==> config.mk <==
export PLATFORM = sky130hd
export DESIGN_NAME = dskrc_top
export DESIGN_NICKNAME = d
export VERILOG_FILES = /design/src/shared/dskrc_pkg.sv /design/src/shared/dskrc_bit_if.sv /design/src/hw/dskrc_shift.sv /design/src/hw/dskrc_crc.sv /design/src/hw/dskrc_top.sv
export SDC_FILE = /design/constraint.sdc
export NUM_CORES = 1
export LEC_CHECK = 0
export BUFFER_PORTS_ARGS = -buffer_cell sky130_fd_sc_hd__clkbuf_2
export CAP_MARGIN = 20
export CORE_AREA = 2 2 135 137
export DETAILED_ROUTE_END_ITERATION = 8
export DIE_AREA = 0 0 137 139
export HOLD_SLACK_MARGIN = 0.12
export MAX_ROUTING_LAYER = met4
export PLACE_DENSITY = 0.77
export SYNTH_ARGS = -nofsm -noshare
export SYNTH_HDL_FRONTEND = slang
export SYNTH_SLANG_ARGS = --single-unit
==> constraint.sdc <==
create_clock -name clk_sys -period 2 [get_ports clk_sys]
set_input_delay 0.6 -clock clk_sys [delete_from_list [all_inputs] [get_ports clk_sys]]
set_output_delay 0.6 -clock clk_sys [all_outputs]
set_load 0.02 [all_outputs]
==> src/shared/dskrc_pkg.sv <==
package dskrc_pkg;
	// Instruction codes on instr_code
	localparam logic [2:0] IC_LOAD_CMD = 3'h1;
	localparam logic [2:0] IC_LOAD_DA = 3'h2;
	localparam logic [2:0] IC_LOAD_PTR = 3'h3;
	localparam logic [2:0] IC_RD_STATUS = 3'h4;
	localparam logic [2:0] IC_RD_DA = 3'h5;
	localparam logic [2:0] IC_RD_PTR = 3'h6;
	// Flag functions on instr_flag
	localparam logic [1:0] FL_NONE = 2'h0;
	localparam logic [1:0] FL_S = 2'h1;
	localparam logic [1:0] FL_C = 2'h2;
	localparam logic [1:0] FL_P = 2'h3;
	// Command field codes
	localparam logic [1:0] CMD_READ = 2'h0;
	localparam logic [1:0] CMD_WRITE = 2'h1;
	localparam logic [1:0] CMD_SEEK = 2'h2;
	localparam logic [1:0] CMD_RECAL = 2'h3;
	// Word bit 0 of the host numbering is vector bit 15
	localparam int CT_CLR_RW = 15;
	localparam int CT_CLR_SEEK_LSB = 11;
	localparam int CT_CMD_LSB = 8;
	localparam int CT_TRK_LSB = 0;
	localparam int DA_DRV_LSB = 14;
	localparam int DA_FMT = 13;
	localparam int DA_HEAD_LSB = 10;
	localparam int DA_CARRY = 7;
	localparam int DA_SEC_LSB = 4;
	localparam int DA_CNT_LSB = 0;
	localparam int ST_RW_DONE = 15;
	localparam int ST_SEEK_LSB = 11;
	localparam int ST_DISKETTE = 10;
	localparam int ST_VALID = 9;
	localparam int ST_UNSAFE = 7;
	localparam int ST_READY = 6;
	localparam int ST_SEEK_ERR = 5;
	localparam int ST_EOT = 4;
	localparam int ST_ADDR_ERR = 3;
	localparam int ST_CK_ERR = 2;
	localparam int ST_LATE = 1;
	localparam int ST_ERROR = 0;
	// Header word layout
	localparam int HDR_TRK_LSB = 3;
	localparam int HDR_SEC_LSB = 0;
	localparam int SECTOR_WORDS = 256;
	localparam logic [15:0] CRC_POLY = 16'h1021;
	localparam logic [15:0] CRC_INIT = 16'hffff;
	localparam logic [15:0] DA_RESET = 16'h0000;
	localparam logic [15:0] CMD_RESET = 16'h0000;

	typedef enum logic [4:0] {
		DSKRC_IDLE = 5'h01,
		DSKRC_WAIT = 5'h02,
		DSKRC_HDR = 5'h04,
		DSKRC_DATA = 5'h08,
		DSKRC_CHK = 5'h10
	} dskrc_state_e;

	// Drive 0 sits in the highest bit of a four-drive field
	function automatic logic [3:0] dskrc_rev4(input logic [3:0] v);
		return {v[0], v[1], v[2], v[3]};
	endfunction : dskrc_rev4
endpackage : dskrc_pkg

==> src/shared/dskrc_bit_if.sv <==
`timescale 1ns/1ps
interface dskrc_bit_if;
	logic bit_stb;
	logic bit_in;
	logic load;
	logic [15:0] load_word;
	logic [15:0] word;
	logic word_done;
	logic bit_out;
	logic crc_clr;
	logic crc_en;
	logic crc_bit;
	logic [15:0] crc;
	modport shifter (input bit_stb, bit_in, load, load_word,
		output word, word_done, bit_out);
	modport crcgen (input bit_stb, crc_clr, crc_en, crc_bit, output crc);
	modport ctl (output bit_stb, bit_in, load, load_word, crc_clr, crc_en,
		crc_bit, input word, word_done, bit_out, crc);
endinterface : dskrc_bit_if

==> src/hw/dskrc_shift.sv <==
`timescale 1ns/1ps
module dskrc_shift
(
	input wire logic clk_sys,
	input wire logic resetn,
	dskrc_bit_if.shifter bi
);
	logic [15:0] word_q;
	logic [3:0] cnt_q;
	logic done_q;

	assign bi.word = word_q;
	assign bi.word_done = done_q;
	assign bi.bit_out = word_q[15];

	always_ff @(posedge clk_sys or negedge resetn)
	begin
		if (!resetn)
		begin
			word_q <= 16'h0000;
			cnt_q <= 4'h0;
			done_q <= 1'b0;
		end
		else if (bi.load)
		begin
			word_q <= bi.load_word;
			cnt_q <= 4'h0;
			done_q <= 1'b0;
		end
		else
		begin
			done_q <= bi.bit_stb && (cnt_q == 4'hf);
			if (bi.bit_stb)
			begin
				word_q <= {word_q[14:0], bi.bit_in};
				cnt_q <= cnt_q + 4'h1;
			end
		end
	end
endmodule : dskrc_shift

==> src/hw/dskrc_crc.sv <==
`timescale 1ns/1ps
module dskrc_crc
	import dskrc_pkg::*;
#(
	parameter logic [15:0] POLY = CRC_POLY
)
(
	input wire logic clk_sys,
	input wire logic resetn,
	dskrc_bit_if.crcgen bi
);
	logic [15:0] crc_q;
	logic fb;

	assign fb = crc_q[15] ^ bi.crc_bit;
	assign bi.crc = crc_q;

	always_ff @(posedge clk_sys or negedge resetn)
	begin
		if (!resetn)
			crc_q <= CRC_INIT;
		else if (bi.crc_clr)
			crc_q <= CRC_INIT;
		else if (bi.crc_en && bi.bit_stb)
			crc_q <= {crc_q[14:0], 1'b0} ^ (fb ? POLY : 16'h0000);
	end
endmodule : dskrc_crc

==> src/hw/dskrc_top.sv <==
`timescale 1ns/1ps
// How it works
// - Disc address readback packs drive, format, sector, count
// - Sector field wraps 7 to 0, sets bit 8
// - Head bits stored and returned, changed only by the end of track bump
// - End of track without counter overflow or checkword error bumps head bits by one
// - Format bit stored and read back as written
// - Pointer readback in bits 1-15, bit 0 zero
// - Write ends with pointer two past last
// - Pulse-started seek keeps busy, clears done
// - Seeking drive shows not ready; completion sets flag
// - Start flag read sets busy, clears done
// - Blocks of 256 words, one to eight sectors
// - Header track and sector must match
// - Checkword computed over incoming data bits
// - Words assembled, sent, pointer plus one each
// - After word 256 advance sector, read checkword
// - Recorded checkword compared with computed one
// - Continue until counter overflow, track end, header mismatch or checkword error
// - Completion clears busy, sets done, interrupts if started with the S flag or while busy
// - Command field: read, write, seek, recalibrate
// - Every seek or recalibrate end interrupts
// - Header mismatch sets address error bit
// - Checkword mismatch sets checkword error bit
module dskrc_top
	import dskrc_pkg::*;
#(
	parameter int WORDS = SECTOR_WORDS,
	parameter logic [15:0] POLY = CRC_POLY
)
(
	input wire logic clk_sys,
	input wire logic resetn,
	input wire logic io_reset,
	input wire logic instr_valid,
	input wire logic [2:0] instr_code,
	input wire logic [1:0] instr_flag,
	input wire logic [15:0] instr_wdata,
	output logic [15:0] instr_rdata,
	output logic instr_rvalid,
	output logic dch_req,
	output logic dch_to_mem,
	output logic [14:0] dch_addr,
	output logic [15:0] dch_wdata,
	input wire logic [15:0] dch_rdata,
	input wire logic dch_ack,
	output logic irq,
	output logic [1:0] drv_unit,
	output logic [6:0] drv_track,
	output logic drv_seek_go,
	output logic drv_recal,
	output logic drv_wr_bit,
	output logic drv_wr_gate,
	input wire logic drv_bit,
	input wire logic drv_bit_clk,
	input wire logic drv_sector_mark,
	input wire logic [2:0] drv_sector_num,
	input wire logic [3:0] drv_ready,
	input wire logic drv_unsafe,
	input wire logic drv_seek_err
);
	localparam int WW = $clog2(WORDS);

	dskrc_bit_if bi ();
	dskrc_shift u_shift (.clk_sys(clk_sys), .resetn(resetn), .bi(bi));
	dskrc_crc #(.POLY(POLY)) u_crc (.clk_sys(clk_sys), .resetn(resetn),
		.bi(bi));

	// Pins: two flops, a third only for edge detection
	logic [11:0] s1_q, s2_q, s3_q;
	always_ff @(posedge clk_sys or negedge resetn)
	begin
		if (!resetn)
		begin
			s1_q <= 12'h000;
			s2_q <= 12'h000;
			s3_q <= 12'h000;
		end
		else
		begin
			s1_q <= {drv_bit, drv_bit_clk, drv_sector_mark, drv_sector_num,
				drv_ready, drv_unsafe, drv_seek_err};
			s2_q <= s1_q;
			s3_q <= s2_q;
		end
	end
	wire bit_s = s2_q[11];
	wire bit_rise = s2_q[10] && !s3_q[10];
	wire mark_rise = s2_q[9] && !s3_q[9];
	wire [2:0] snum_s = s2_q[8:6];
	wire [3:0] rdy_s = s2_q[5:2];
	wire [3:0] rdy_rise = s2_q[5:2] & ~s3_q[5:2];
	wire unsafe_s = s2_q[1];
	wire seekerr_s = s2_q[0];

	dskrc_state_e st_q, st_d;
	logic [15:0] cmd_q, da_q, dbuf_q, rdata_q;
	logic [14:0] ptr_q;
	logic [WW-1:0] words_q;
	logic [3:0] seek_done_q, seeking_q;
	logic busy_q, done_q, arm_q, wr_q, dfull_q, rvalid_q, go_q;
	logic unsafe_q, seekerr_q, eot_q, addr_q, ck_q, late_q;

	wire any_rst = io_reset;
	wire ld_cmd = instr_valid && instr_code == IC_LOAD_CMD;
	wire ld_da = instr_valid && instr_code == IC_LOAD_DA;
	wire ld_ptr = instr_valid && instr_code == IC_LOAD_PTR;
	wire rd_any = instr_valid && instr_code[2] && instr_code != 3'h7;
	wire fl_s = instr_valid && instr_flag == FL_S;
	wire fl_c = instr_valid && instr_flag == FL_C;
	wire fl_p = instr_valid && instr_flag == FL_P;
	wire [15:0] cmd_now = ld_cmd ? instr_wdata : cmd_q;
	wire [1:0] cmd_sel = cmd_now[CT_CMD_LSB +: 2];
	wire idle = st_q == DSKRC_IDLE;
	wire go_xfer = (fl_s || fl_p) && !cmd_sel[1] && idle;
	wire go_seek = (fl_s || fl_p) && cmd_sel[1];
	wire [1:0] unit = da_q[DA_DRV_LSB +: 2];
	wire [2:0] sec = da_q[DA_SEC_LSB +: 3];
	wire [3:0] cnt_nx = da_q[DA_CNT_LSB +: 4] + 4'h1;

	wire hdr_done = st_q == DSKRC_HDR && bi.word_done;
	wire hdr_ok = bi.word[HDR_TRK_LSB +: 7] == cmd_q[CT_TRK_LSB +: 7]
		&& bi.word[HDR_SEC_LSB +: 3] == sec;
	wire data_word = st_q == DSKRC_DATA && bi.word_done;
	wire last_word = data_word && words_q == WW'(WORDS - 1);
	wire chk_done = st_q == DSKRC_CHK && bi.word_done;
	wire ck_bad = chk_done && !wr_q && bi.word != bi.crc;
	wire cnt_ovf = da_q[DA_CNT_LSB +: 4] == 4'h0;
	wire eot_ev = chk_done && !ck_bad && !cnt_ovf && da_q[DA_CARRY];
	wire finish = (hdr_done && !hdr_ok)
		|| (chk_done && (ck_bad || cnt_ovf || da_q[DA_CARRY]));
	wire late_ev = data_word && (wr_q ? (!last_word && !dfull_q) : dfull_q);
	wire seek_end = |(seeking_q & rdy_rise);
	wire [3:0] sk_go = go_seek ? 4'h1 << unit : 4'h0;
	wire [3:0] sk_end = seeking_q & rdy_rise;
	wire [3:0] sk_clr = {4{fl_c}}
		| (ld_cmd ? dskrc_rev4(instr_wdata[CT_CLR_SEEK_LSB +: 4]) : 4'h0);

	// Shifter reloads: cleared on header, fed from buffer or checkword
	wire wr_first = wr_q && hdr_done && hdr_ok;
	wire wr_next = wr_q && data_word && !last_word;
	wire wr_crc = wr_q && last_word;
	wire enter_hdr = st_q == DSKRC_WAIT && mark_rise && snum_s == sec;
	assign bi.bit_stb = bit_rise;
	assign bi.bit_in = bit_s;
	assign bi.load = enter_hdr || wr_first || wr_next || wr_crc;
	assign bi.load_word = wr_crc ? bi.crc : (enter_hdr ? 16'h0000 : dbuf_q);
	assign bi.crc_clr = hdr_done;
	assign bi.crc_en = st_q == DSKRC_DATA;
	assign bi.crc_bit = wr_q ? bi.bit_out : bit_s;

	always_comb
	begin
		st_d = st_q;
		case (st_q)
			DSKRC_IDLE: if (go_xfer) st_d = DSKRC_WAIT;
			DSKRC_WAIT: if (enter_hdr) st_d = DSKRC_HDR;
			DSKRC_HDR: if (hdr_done) st_d = hdr_ok ? DSKRC_DATA : DSKRC_IDLE;
			DSKRC_DATA: if (last_word) st_d = DSKRC_CHK;
			DSKRC_CHK: if (chk_done) st_d = finish ? DSKRC_IDLE : DSKRC_WAIT;
			default: st_d = DSKRC_IDLE;
		endcase
		if (fl_c)
			st_d = DSKRC_IDLE;
	end

	always_ff @(posedge clk_sys or negedge resetn)
	begin
		if (!resetn)
		begin
			st_q <= DSKRC_IDLE;
			words_q <= '0;
		end
		else if (any_rst)
		begin
			st_q <= DSKRC_IDLE;
			words_q <= '0;
		end
		else
		begin
			st_q <= st_d;
			if (hdr_done)
				words_q <= '0;
			else if (data_word)
				words_q <= words_q + WW'(1);
		end
	end

	// Registers loaded by the host; disc address and pointer advanced by the transfer
	always_ff @(posedge clk_sys or negedge resetn)
	begin
		if (!resetn)
		begin
			cmd_q <= CMD_RESET;
			da_q <= DA_RESET;
			ptr_q <= 15'h0000;
		end
		else if (any_rst)
		begin
			cmd_q <= CMD_RESET;
			da_q <= DA_RESET;
			ptr_q <= 15'h0000;
		end
		else
		begin
			if (ld_cmd)
				cmd_q <= instr_wdata;
			if (ld_da)
				da_q <= instr_wdata;
			else if (last_word)
			begin
				da_q[DA_SEC_LSB +: 3] <= sec + 3'h1;
				da_q[DA_CARRY] <= sec == 3'h7;
				da_q[DA_CNT_LSB +: 4] <= cnt_nx;
			end
			else if (eot_ev)
				da_q[DA_HEAD_LSB +: 3] <= da_q[DA_HEAD_LSB +: 3] + 3'h1;
			if (ld_ptr)
				ptr_q <= instr_wdata[14:0];
			else if (dch_req && dch_ack)
				ptr_q <= ptr_q + 15'h0001;
		end
	end

	// One-word buffer between shifter and data channel
	always_ff @(posedge clk_sys or negedge resetn)
	begin
		if (!resetn)
		begin
			dbuf_q <= 16'h0000;
			dfull_q <= 1'b0;
			wr_q <= 1'b0;
		end
		else if (any_rst || fl_c)
			dfull_q <= 1'b0;
		else
		begin
			if (go_xfer)
			begin
				wr_q <= cmd_sel == CMD_WRITE;
				dfull_q <= 1'b0;
			end
			else if (!wr_q && data_word)
			begin
				dbuf_q <= bi.word;
				dfull_q <= 1'b1;
			end
			else if (wr_first || wr_next)
				dfull_q <= 1'b0;
			else if (dch_req && dch_ack)
			begin
				// Write keeps one word ahead, hence the +2 pointer
				if (wr_q)
					dbuf_q <= dch_rdata;
				dfull_q <= wr_q;
			end
		end
	end

	// Busy, done and error flags; hardware sets win over clears, except the C flag blocks completion setting done
	always_ff @(posedge clk_sys or negedge resetn)
	begin
		if (!resetn)
		begin
			{busy_q, done_q, arm_q} <= 3'h0;
			{unsafe_q, seekerr_q, eot_q, addr_q, ck_q, late_q} <= 6'h00;
		end
		else if (any_rst)
		begin
			{busy_q, done_q, arm_q} <= 3'h0;
			{unsafe_q, seekerr_q, eot_q, addr_q, ck_q, late_q} <= 6'h00;
		end
		else
		begin
			if (ld_cmd && instr_wdata[CT_CLR_RW])
				{done_q, addr_q, ck_q, eot_q, unsafe_q} <= 5'h00;
			if (fl_s)
			begin
				busy_q <= 1'b1;
				done_q <= 1'b0;
				{addr_q, eot_q, ck_q, late_q, unsafe_q} <= 5'h00;
			end
			if (fl_p)
			begin
				done_q <= 1'b0;
				{unsafe_q, seekerr_q, eot_q, addr_q, ck_q, late_q} <= 6'h00;
			end
			if (fl_c)
			begin
				{busy_q, done_q} <= 2'h0;
				{unsafe_q, seekerr_q, eot_q, addr_q, ck_q, late_q} <= 6'h00;
			end
			if (go_xfer)
				arm_q <= fl_s || busy_q;
			if (finish && !fl_c)
			begin
				busy_q <= 1'b0;
				done_q <= 1'b1;
			end
			if (hdr_done && !hdr_ok)
				addr_q <= 1'b1;
			if (ck_bad)
				ck_q <= 1'b1;
			if (eot_ev)
				eot_q <= 1'b1;
			if (late_ev)
				late_q <= 1'b1;
			if (unsafe_s)
				unsafe_q <= 1'b1;
			if (seek_end && seekerr_s)
				seekerr_q <= 1'b1;
		end
	end

	// Seeks run beside transfers; the drive reports by raising ready
	always_ff @(posedge clk_sys or negedge resetn)
	begin
		if (!resetn)
		begin
			seek_done_q <= 4'h0;
			seeking_q <= 4'h0;
			go_q <= 1'b0;
			drv_recal <= 1'b0;
			drv_track <= 7'h00;
		end
		else if (any_rst)
		begin
			seek_done_q <= 4'h0;
			go_q <= 1'b0;
		end
		else
		begin
			go_q <= go_seek;
			// Clears and a new start first, completion last: the set wins
			seek_done_q <= (seek_done_q & ~sk_clr & ~sk_go) | sk_end;
			seeking_q <= (seeking_q & ~rdy_rise) | sk_go;
			if (go_seek)
			begin
				drv_track <= cmd_now[CT_TRK_LSB +: 7];
				drv_recal <= cmd_sel == CMD_RECAL;
			end
		end
	end

	wire [15:0] status_w = {done_q, dskrc_rev4(seek_done_q), 1'b1, 1'b1,
		1'b0, unsafe_q, rdy_s[unit] && !seeking_q[unit], seekerr_q, eot_q,
		addr_q, ck_q, late_q,
		unsafe_q || seekerr_q || eot_q || addr_q || ck_q || late_q};

	always_ff @(posedge clk_sys or negedge resetn)
	begin
		if (!resetn)
		begin
			rdata_q <= 16'h0000;
			rvalid_q <= 1'b0;
		end
		else
		begin
			rvalid_q <= rd_any;
			case (instr_code)
				IC_RD_STATUS: rdata_q <= status_w;
				IC_RD_DA: rdata_q <= da_q;
				IC_RD_PTR: rdata_q <= {1'b0, ptr_q};
				default: rdata_q <= 16'h0000;
			endcase
		end
	end

	assign instr_rdata = rdata_q;
	assign instr_rvalid = rvalid_q;
	assign dch_to_mem = !wr_q;
	assign dch_addr = ptr_q;
	assign dch_wdata = dbuf_q;
	assign dch_req = wr_q ? (!dfull_q && !idle) : dfull_q;
	assign irq = (done_q && arm_q) || |seek_done_q;
	assign drv_unit = unit;
	assign drv_seek_go = go_q;
	assign drv_wr_bit = bi.bit_out;
	assign drv_wr_gate = wr_q && (st_q == DSKRC_DATA || st_q == DSKRC_CHK);

	AST_RD_PTR: assert property (@(posedge clk_sys) disable iff (!resetn)
		instr_valid && instr_code == IC_RD_PTR |=>
		instr_rdata == {1'b0, $past(ptr_q)}) else $error("pointer readback");
	AST_S_START: assert property (@(posedge clk_sys) disable iff (!resetn)
		go_xfer && fl_s && !any_rst |=> busy_q && !done_q)
		else $error("start flag");
	AST_P_BUSY: assert property (@(posedge clk_sys) disable iff (!resetn)
		go_seek && fl_p && idle && !any_rst |=>
		busy_q == $past(busy_q) && !done_q) else $error("pulse seek");
	AST_FINISH: assert property (@(posedge clk_sys) disable iff (!resetn)
		finish && !fl_c && !any_rst |=> !busy_q && done_q && idle)
		else $error("completion flags");
	AST_NOT_READY: assert property (@(posedge clk_sys) disable iff (!resetn)
		instr_valid && instr_code == IC_RD_STATUS && seeking_q[unit] |=>
		!instr_rdata[ST_READY]) else $error("ready while seek");
	AST_PTR_INC: assert property (@(posedge clk_sys) disable iff (!resetn)
		dch_req && dch_ack && !ld_ptr && !any_rst |=>
		ptr_q == $past(ptr_q) + 15'h0001) else $error("pointer step");
	AST_SEC_ADV: assert property (@(posedge clk_sys) disable iff (!resetn)
		last_word && !ld_da && !any_rst |=>
		da_q[DA_SEC_LSB +: 3] == $past(sec) + 3'h1 && st_q != DSKRC_DATA)
		else $error("sector advance");
	AST_CK_ERR: assert property (@(posedge clk_sys) disable iff (!resetn)
		ck_bad && !fl_c && !any_rst |=> ck_q && done_q)
		else $error("checkword error");
	AST_ADDR_ERR: assert property (@(posedge clk_sys) disable iff (!resetn)
		hdr_done && !hdr_ok && !any_rst |=> addr_q && idle)
		else $error("address error");
	AST_EOT_HEAD: assert property (@(posedge clk_sys) disable iff (!resetn)
		eot_ev && !ld_da && !any_rst |=> da_q[DA_HEAD_LSB +: 3] ==
		$past(da_q[DA_HEAD_LSB +: 3]) + 3'h1) else $error("head bump");
	AST_SEEK_IRQ: assert property (@(posedge clk_sys) disable iff (!resetn)
		seek_end && !any_rst |=> irq) else $error("seek interrupt");
endmodule : dskrc_top

==> results of run 1 <==
## kinds of logic (layout without fill, tap and decap cells)
| group | Yosys count | after routing |
|---|---|---|
| flops | 181 | 181 |
| simple gates | 294 | 294 |
| xor+xnor | 57 | 57 |
| buf+inv | 65 | 296 |
| fa+ha+maj | 8 | 8 |
| mux | 68 | 68 |
| compound gates | 193 | 193 |
## registers in the layout, summed over array words and instances (netlist names), 4 cells and up
signal and cells:
cmd_q 9, da_q 16, dch_addr 15, dch_wdata 16
drv_track 7, instr_rdata 16, s1_q 12, s2_q 12
s3_q 6, seek_done_q 4, seeking_q 4, st_q 5
u_crc.bi.crc 16, u_shift.bi.word 16, u_shift.cnt_q 4, words_q 8
## final cells by class
class                   count  area [µm²]
flip-flops and latches    181        4550
clock inverters            13         163
inverters                  16        61.3
clock buffers              19         453
multi-input cells         620        4580
well taps                 229         287
fillers                  1221        5710
repair buffers            248        1850
## report_power, final
part	internal, µW	switching [µW]
clock	1950	1540
combinational	1500	1670
sequential	4110	522
## cell usage in the layout, fill, tap and decap left out, types with 4 or more instances in the layout
cell       Yosys  routed
and2_1        13      11
dfrtp_1      164     161
inv_6          0       7
mux2i_1       66      65
ha_1           8       8
buf_4          4     101
clkbuf_2       1     113
nor3_1         8       6
inv_1         15      15
a21oi_1       46      37
xor2_1        13      13
xnor2_2        0       5
dfstp_2       17      17
xnor2_1       44      39
buf_12         0      10
o21ai_0       47      44
buf_6          1      17
nand2b_1      14      13
nand3b_1       6       6
a22o_1         8       8
nor2_4         0       4
nor2_1        67      61
a22oi_2        0      16
nand4_1       18      18
a311oi_1       9       6
a31oi_2        0       7
a31oi_1       22      14
nor2b_1       14      12
a21oi_2        0       9
clkbuf_16      0      20
or3_1         10       8
nor3_4         0       4
a211oi_1      19      17
and3_1         8       5
nand2_1       93      90
nand3_1       15      13
## worst min path at each step
stage / startpoint / endpoint / slack, ns
final: drv_bit_clk / s1_q[10] / 0.26
after global routing: drv_bit_clk / s1_q[10] / 0.25
after CTS: drv_bit_clk / s1_q[10] / 0.25
after detailed placement: s1_q[0] / s2_q[0] / 0.33
after global placement: s1_q[11] / s2_q[11] / 0.33
after floorplan: resetn / addr_q / 0.30
## metal layers
layer	vias up	global-route usage [%]
li1	3527	-
met2	539	41.1
met3	106	4.86
met5	-	-
met4	0	9.22
met1	3997	37.7
## per-stage QoR
stage | util [%] | setup TNS [ns] | cells
after floorplan | - | -0.885 | 866
after global placement | 59.5 | -4.02 | 1268
after detailed placement | 59.5 | -5.71 | 1268
after CTS | 64.0 | -0.481 | 1308
after global routing | 67.6 | -10.91 | 1326
final | 67.6 | -7.36 | 1326
## repair_timing
item,4_1_cts,5_1_grt
hold endpoints to repair,8,0
buffers inserted,8,15
endpoints found under the setup margin,27,63
resized for setup,27,100
hold buffers,1,0
gates cloned,0,3
pin swaps,9,34
==> impl_results.md, run 1 <==
- Total wire length: 27800 µm
- Yosys reg bits: 181
- Hold depth: 1
- Vias per cell: 6.16
- Setup slack after layout: -0.237 ns
- Initial antenna violation count: 0
- Ys flop type: dfrtp_1
- Worst Setup End Kind: output port
- Outcome: finished, violations left
- Most common cell in the synthesized netlist: dfrtp_1
- Top post-synthesis cells by count: dfrtp_1 (164), nand2_1 (93), nor2_1 (67)
- Kind of critical path: register to output port
- Initial cell density of the core: 50.5%
- Area after DPL: 10500 µm²
- CTS Sinks: 181
- Top cell type's share of synthesized area: 46.0%
- Nets: 1146
- Slew @ Worst Pin: 0.551 ns
- Startpoint types: register
- Min cycle time layout: 2.24 ns
- First-pass GRT wire length: 39300 µm
- Pwr dens: 945 nW/µm²
- CP Launch Point: wr_q
- FFs w/ async S/R, synth: 100%
- Hold Slack: 0.257 ns
- Initial DRC count: 921
- Pin count of the biggest net entering global routing: 73
- PortBufs: 117
- Die Y: 139 µm
- Fmax: 447 MHz
- Max Slew Vio Count: 0
- Total Power: 11300 µW
- Failing checks: setup timing
- Crit path depth: 4
- Slowest stage delay, CP: 0.44 ns
- Antenna Nets Post-Route: 0
- Maximum VDD drop: 0.685 mV
- Area Overhead vs Synth: 33.8%
- DRC: 0
- Final Cycle Share: 112%
- Crit path to: dch_req
- Pre-CTS setup slack: -0.377 ns
- Final setup viols: 55
- Clock transition at the registers of the reported paths: 0.07 ns
- Top Layer Used: met4
- FF-to-FF Start: st_q[1]
- Post-synth top area cell: dfrtp_1
- Core Area: 17700 µm²
- DR WL met2: 13300 µm
- Slowest-stage cell, CP: dfrtp_1
- R2R Setup Slk: -0.23 ns
- Vias in the first global route: 7491
- Avg WL per Cell: 20.9 µm
- YS warnings: 0
- Met3 routed WL: 2410 µm
- Routability cong.: 0.962
- Maximum clock path buffer count: 2
- Cell Rows: 49
- Register area share after synthesis: 51.0%
- IO Pins: 118
- Post-synthesis mux area share: 7.91%
- Adder-Cell Fraction of Synth Area: 1.12%
- Fraction of layout cells with a size suffix above 1: 36.1%
- RR Endpoint: dch_wdata[9]
- Post-synthesis compound-gate area fraction: 14.3%
- Gate Count Post-Synth: 866
- Hold Crit Class: primary input to register
- EDFF count, synth: 0
- Via count: 8169
- HPWL after DPL: 17600 µm
- R2R depth: 9
- Post-Syn Nets: 928
- Remaining global-route overflow: 0
- Crit-path max FO: 4
- RSZ-0062 raised after global routing: yes
- Post-Synth Simple-Gate Area: 16.9%
- Crit path DAT: 1.64 ns
- Later-pin clock latency in the skew report: 0.44 ns
- Final Skew: 0.0120 ns
- Post-Syn Area: 8920 µm²
- Pleak: 0.00539 µW
- Critical path data required time: 1.40 ns
- Number of H-tree levels: 4
- Slew HR: 63.1%
- Die area: 19000 µm²
- Post-Synth XOR/XNOR Area: 5.59%
- Worst path cell trace: buf_4 > nand2b_1 > o21ai_4 > buf_8
- Syn avg cell area: 10.3 µm²
- Clk root buf: clkbuf_16
- DR pass1 iterations: 5
- Diode count: 0
- Main combinational cell family by area after synthesis: simple AND/OR/NAND/NOR gates
- CP top delay family: flip-flops
- CTS Buf Count: 17
- Worst Path Buf+Inv: 2
- Cell types occupying the most area after synthesis: dfrtp_1 (46%), mux2i_1 (7.4%), dfstp_2 (5.0%)
- Chip Width: 137 µm
- Max Cap Viol: 0
- Gr usage total: 27.4%
- Met1 WL: 11100 µm
- Final instance area: 11900 µm²
- Final hold violations: 0
- Synth cell types: 69
- TritonCTS clock tree: done
No activity file was read; power rests on OpenSTA's default activity.
==> run 2: changes to the inputs <==
Settings changed: BUFFER_PORTS_ARGS -buffer_cell sky130_fd_sc_hd__clkbuf_2 to default, CORE_AREA 2 2 135 137 to 2 2 128 130, DIE_AREA 0 0 137 139 to 0 0 130 132, DONT_BUFFER_PORTS from default to 1, PLACE_DENSITY 0.77 to 0.78.
==> run 2 against run 1 <==
Effect of this change: clock-buffer cell count is 1 lower; the flow finishes with violations (hold timing, setup timing); clock skew down 0.0018 ns; worst setup slack better by 0.12 ns; final cell count decreased by 11%; sequential cell count is the same; wire length shrank 10%; largest cell class is now sequential cells; sequential power grew 5.4%; highest routed layer unchanged; core utilization grew 1.4 points.
==> impl_results.md, run 2 (synthesis results as in run 1) <==
- Fraction of layout cells with a size suffix above 1: 24.3% (was 36.1%)
- Cell Rows: 46 (was 49)
- Worst Path Buf+Inv: 1 (was 2)
- Diode count: 0 (unchanged)
- Setup total negative slack: -0.391 ns (was -7.36 ns)
- Worst path cell trace: nor2b_4 > and2_4 > o21ai_2 > buf_6 (was buf_4 > nand2b_1 > o21ai_4 > buf_8)
- Startpoint types: register (unchanged)
- Crit path DAT: 1.52 ns (was 1.64 ns)
- Max Cap Viol: 0 (unchanged)
- Hold Crit Class: primary input to asynchronous set/reset pin (was primary input to register)
- Pleak: 0.00466 µW (was 0.00539 µW)
- Vias in the first global route: 7171 (was 7491)
- Worst Setup End Kind: output port (unchanged)
- Pwr dens: 953 nW/µm² (was 945 nW/µm²)
- Final hold violations: 164 (was 0)
- Initial DRC count: 877 (was 921)
- Kind of critical path: register to output port (unchanged)
- First-pass GRT wire length: 38700 µm (was 39300 µm)
- Routability cong.: 0.950 (was 0.962)
- Clock transition at the registers of the reported paths: 0.07 ns (about the same)
- Final Instance Count excl. Fillers: 1177 (was 1326)
- DRC: 0 (unchanged)
- Failing checks: hold timing, setup timing (was setup timing)
- Area Overhead vs Synth: 21.6% (was 33.8%)
- Crit path depth: 4 (unchanged)
- IO Pins: 118 (unchanged)
- TritonCTS clock tree: done (unchanged)
- PortBufs: 0 (was 117)
- Vias per cell: 6.22 (was 6.16)
- Outcome: finished, violations left (unchanged)
- Later-pin clock latency in the skew report: 0.44 ns (about the same)
- Chip Width: 130 µm (was 137 µm)
- Fin util: 69.1% (was 67.6%)
- CTS Sinks: 181 (unchanged)
- Commonest non-fill, non-tap cells in the layout: dfrtp_1 (149), nand2_1 (93), buf_4 (88) (was dfrtp_1 (161), clkbuf_2 (113), buf_4 (101))
- CTS Buf Count: 17 (unchanged)
- Total wire length: 24900 µm (was 27800 µm)
- Initial antenna violation count: 0 (unchanged)
- Final Cycle Share: 106% (was 112%)
- Crit-path max FO: 3 (was 4)
- Slew @ Worst Pin: 0.586 ns (was 0.551 ns)
- Critical path data required time: 1.40 ns (about the same)
- Die area: 17200 µm² (was 19000 µm²)
- Avg WL per Cell: 21.1 µm (was 20.9 µm)
- Number of H-tree levels: 4 (unchanged)
- DR pass1 iterations: 7 (was 5)
- Remaining global-route overflow: 0 (unchanged)
- Final Skew: 0.0101 ns (was 0.0120 ns)
- Slew HR: 60.8% (was 63.1%)
- Maximum clock path buffer count: 2 (unchanged)
- Gr usage total: 29.9% (was 27.4%)
- Via count: 7326 (was 8169)
- Min cycle time layout: 2.12 ns (was 2.24 ns)
- Placed insts: 1124 (was 1268)
- Core Area: 15700 µm² (was 17700 µm²)
- Commonest non-fill, non-tap cell in the layout: dfrtp_1 (unchanged)
- Clk root buf: clkbuf_16 (unchanged)
- CP top delay family: flip-flops (unchanged)
- R2R depth: 7 (was 9)
- HPWL after DPL: 16700 µm (was 17600 µm)
- Fmax: 472 MHz (was 447 MHz)
- Slowest-stage cell, CP: dfstp_2 (was dfrtp_1)
- Setup slack after layout: -0.119 ns (was -0.237 ns)
- Max Slew Vio Count: 0 (unchanged)
- Slowest stage delay, CP: 0.56 ns (was 0.44 ns)
- Antenna Nets Post-Route: 0 (unchanged)
- Total Power: 10300 µW (was 11300 µW)
- Maximum VDD drop: 0.657 mV (was 0.685 mV)
- Hold Slack: -0.140 ns (was 0.257 ns)
- Nets: 1010 (was 1146)
- Die Y: 132 µm (was 139 µm)
- Pin count of the biggest net entering global routing: 182 (was 73)
- Initial cell density of the core: 56.8% (was 50.5%)
- Final setup viols: 17 (was 55)
- RSZ-0062 raised after global routing: yes (unchanged)
[run 2: changes by cell type in the layout (fill, tap and decap cells not counted), sizes merged]
cell         previous run  this run
dlygate4sd3             1         0
buf                   131       112
clkbuf                135        18
clkinv                  4         6
inv                    22        21
clkinvlp                1         2
bufinv                  2         1
[run 2: per-layer routing]
| metal | part of all wire (%) | global-route usage (%) |
|---|---|---|
| met4 | 2.0 | 8.42 |
| met1 | 42 | 42.1 |
| met5 | 0 | - |
| met3 | 9.5 | 7.22 |
| met2 | 47 | 43.4 |
[run 2: stage by stage]
step                setup slack [ns]  instance area (µm²)  hold WS, ns
global placement              -0.199                 9750        0.308
global route                  -0.155                10900       -0.156
detailed placement            -0.196                 9750        0.308
finish                        -0.119                10900       -0.140
floorplan                     -0.243                 8950        0.304
CTS                           -0.127                10500       -0.155
[run 2: report_power, final]
group	switching, µW	internal [µW]	total, µW
clock network	1530	1750	3280
logic	1020	1150	2170
registers	765	4120	4880
total	3310	7030	10300
[run 2: final cells by class]
| type | instances | area, µm² |
|---|---|---|
| fill | 1092 | 4860 |
| sequential | 181 | 4570 |
| multi-input combinational | 620 | 4360 |
| timing repair buffer | 112 | 1020 |
| clock buffer | 18 | 429 |
| tap | 216 | 270 |
| clock inverter | 14 | 143 |
| inverter | 16 | 65.1 |
[run 2: worst paths after layout]
kind                                 startpoint               end  slack [ns]
worst max-delay path                    st_q[0]           dch_req       -0.12
worst min register to register          s1_q[3]           s2_q[3]        0.35
worst min-delay path                     resetn           s1_q[4]       -0.14
worst max register to register  u_crc.bi.crc[4]           st_q[1]       -0.09
min in group clk_sys               drv_seek_err           s1_q[0]        0.19
max in group asynchronous                resetn  u_crc.bi.crc[12]        1.87
[run 2: what timing repair did]
item	in CTS	in global routing
gates cloned	2	0
hold endpoints to repair	181	181
resized for setup	27	62
pin swaps	8	20
setup endpoints to repair	25	59
buffers inserted	10	11
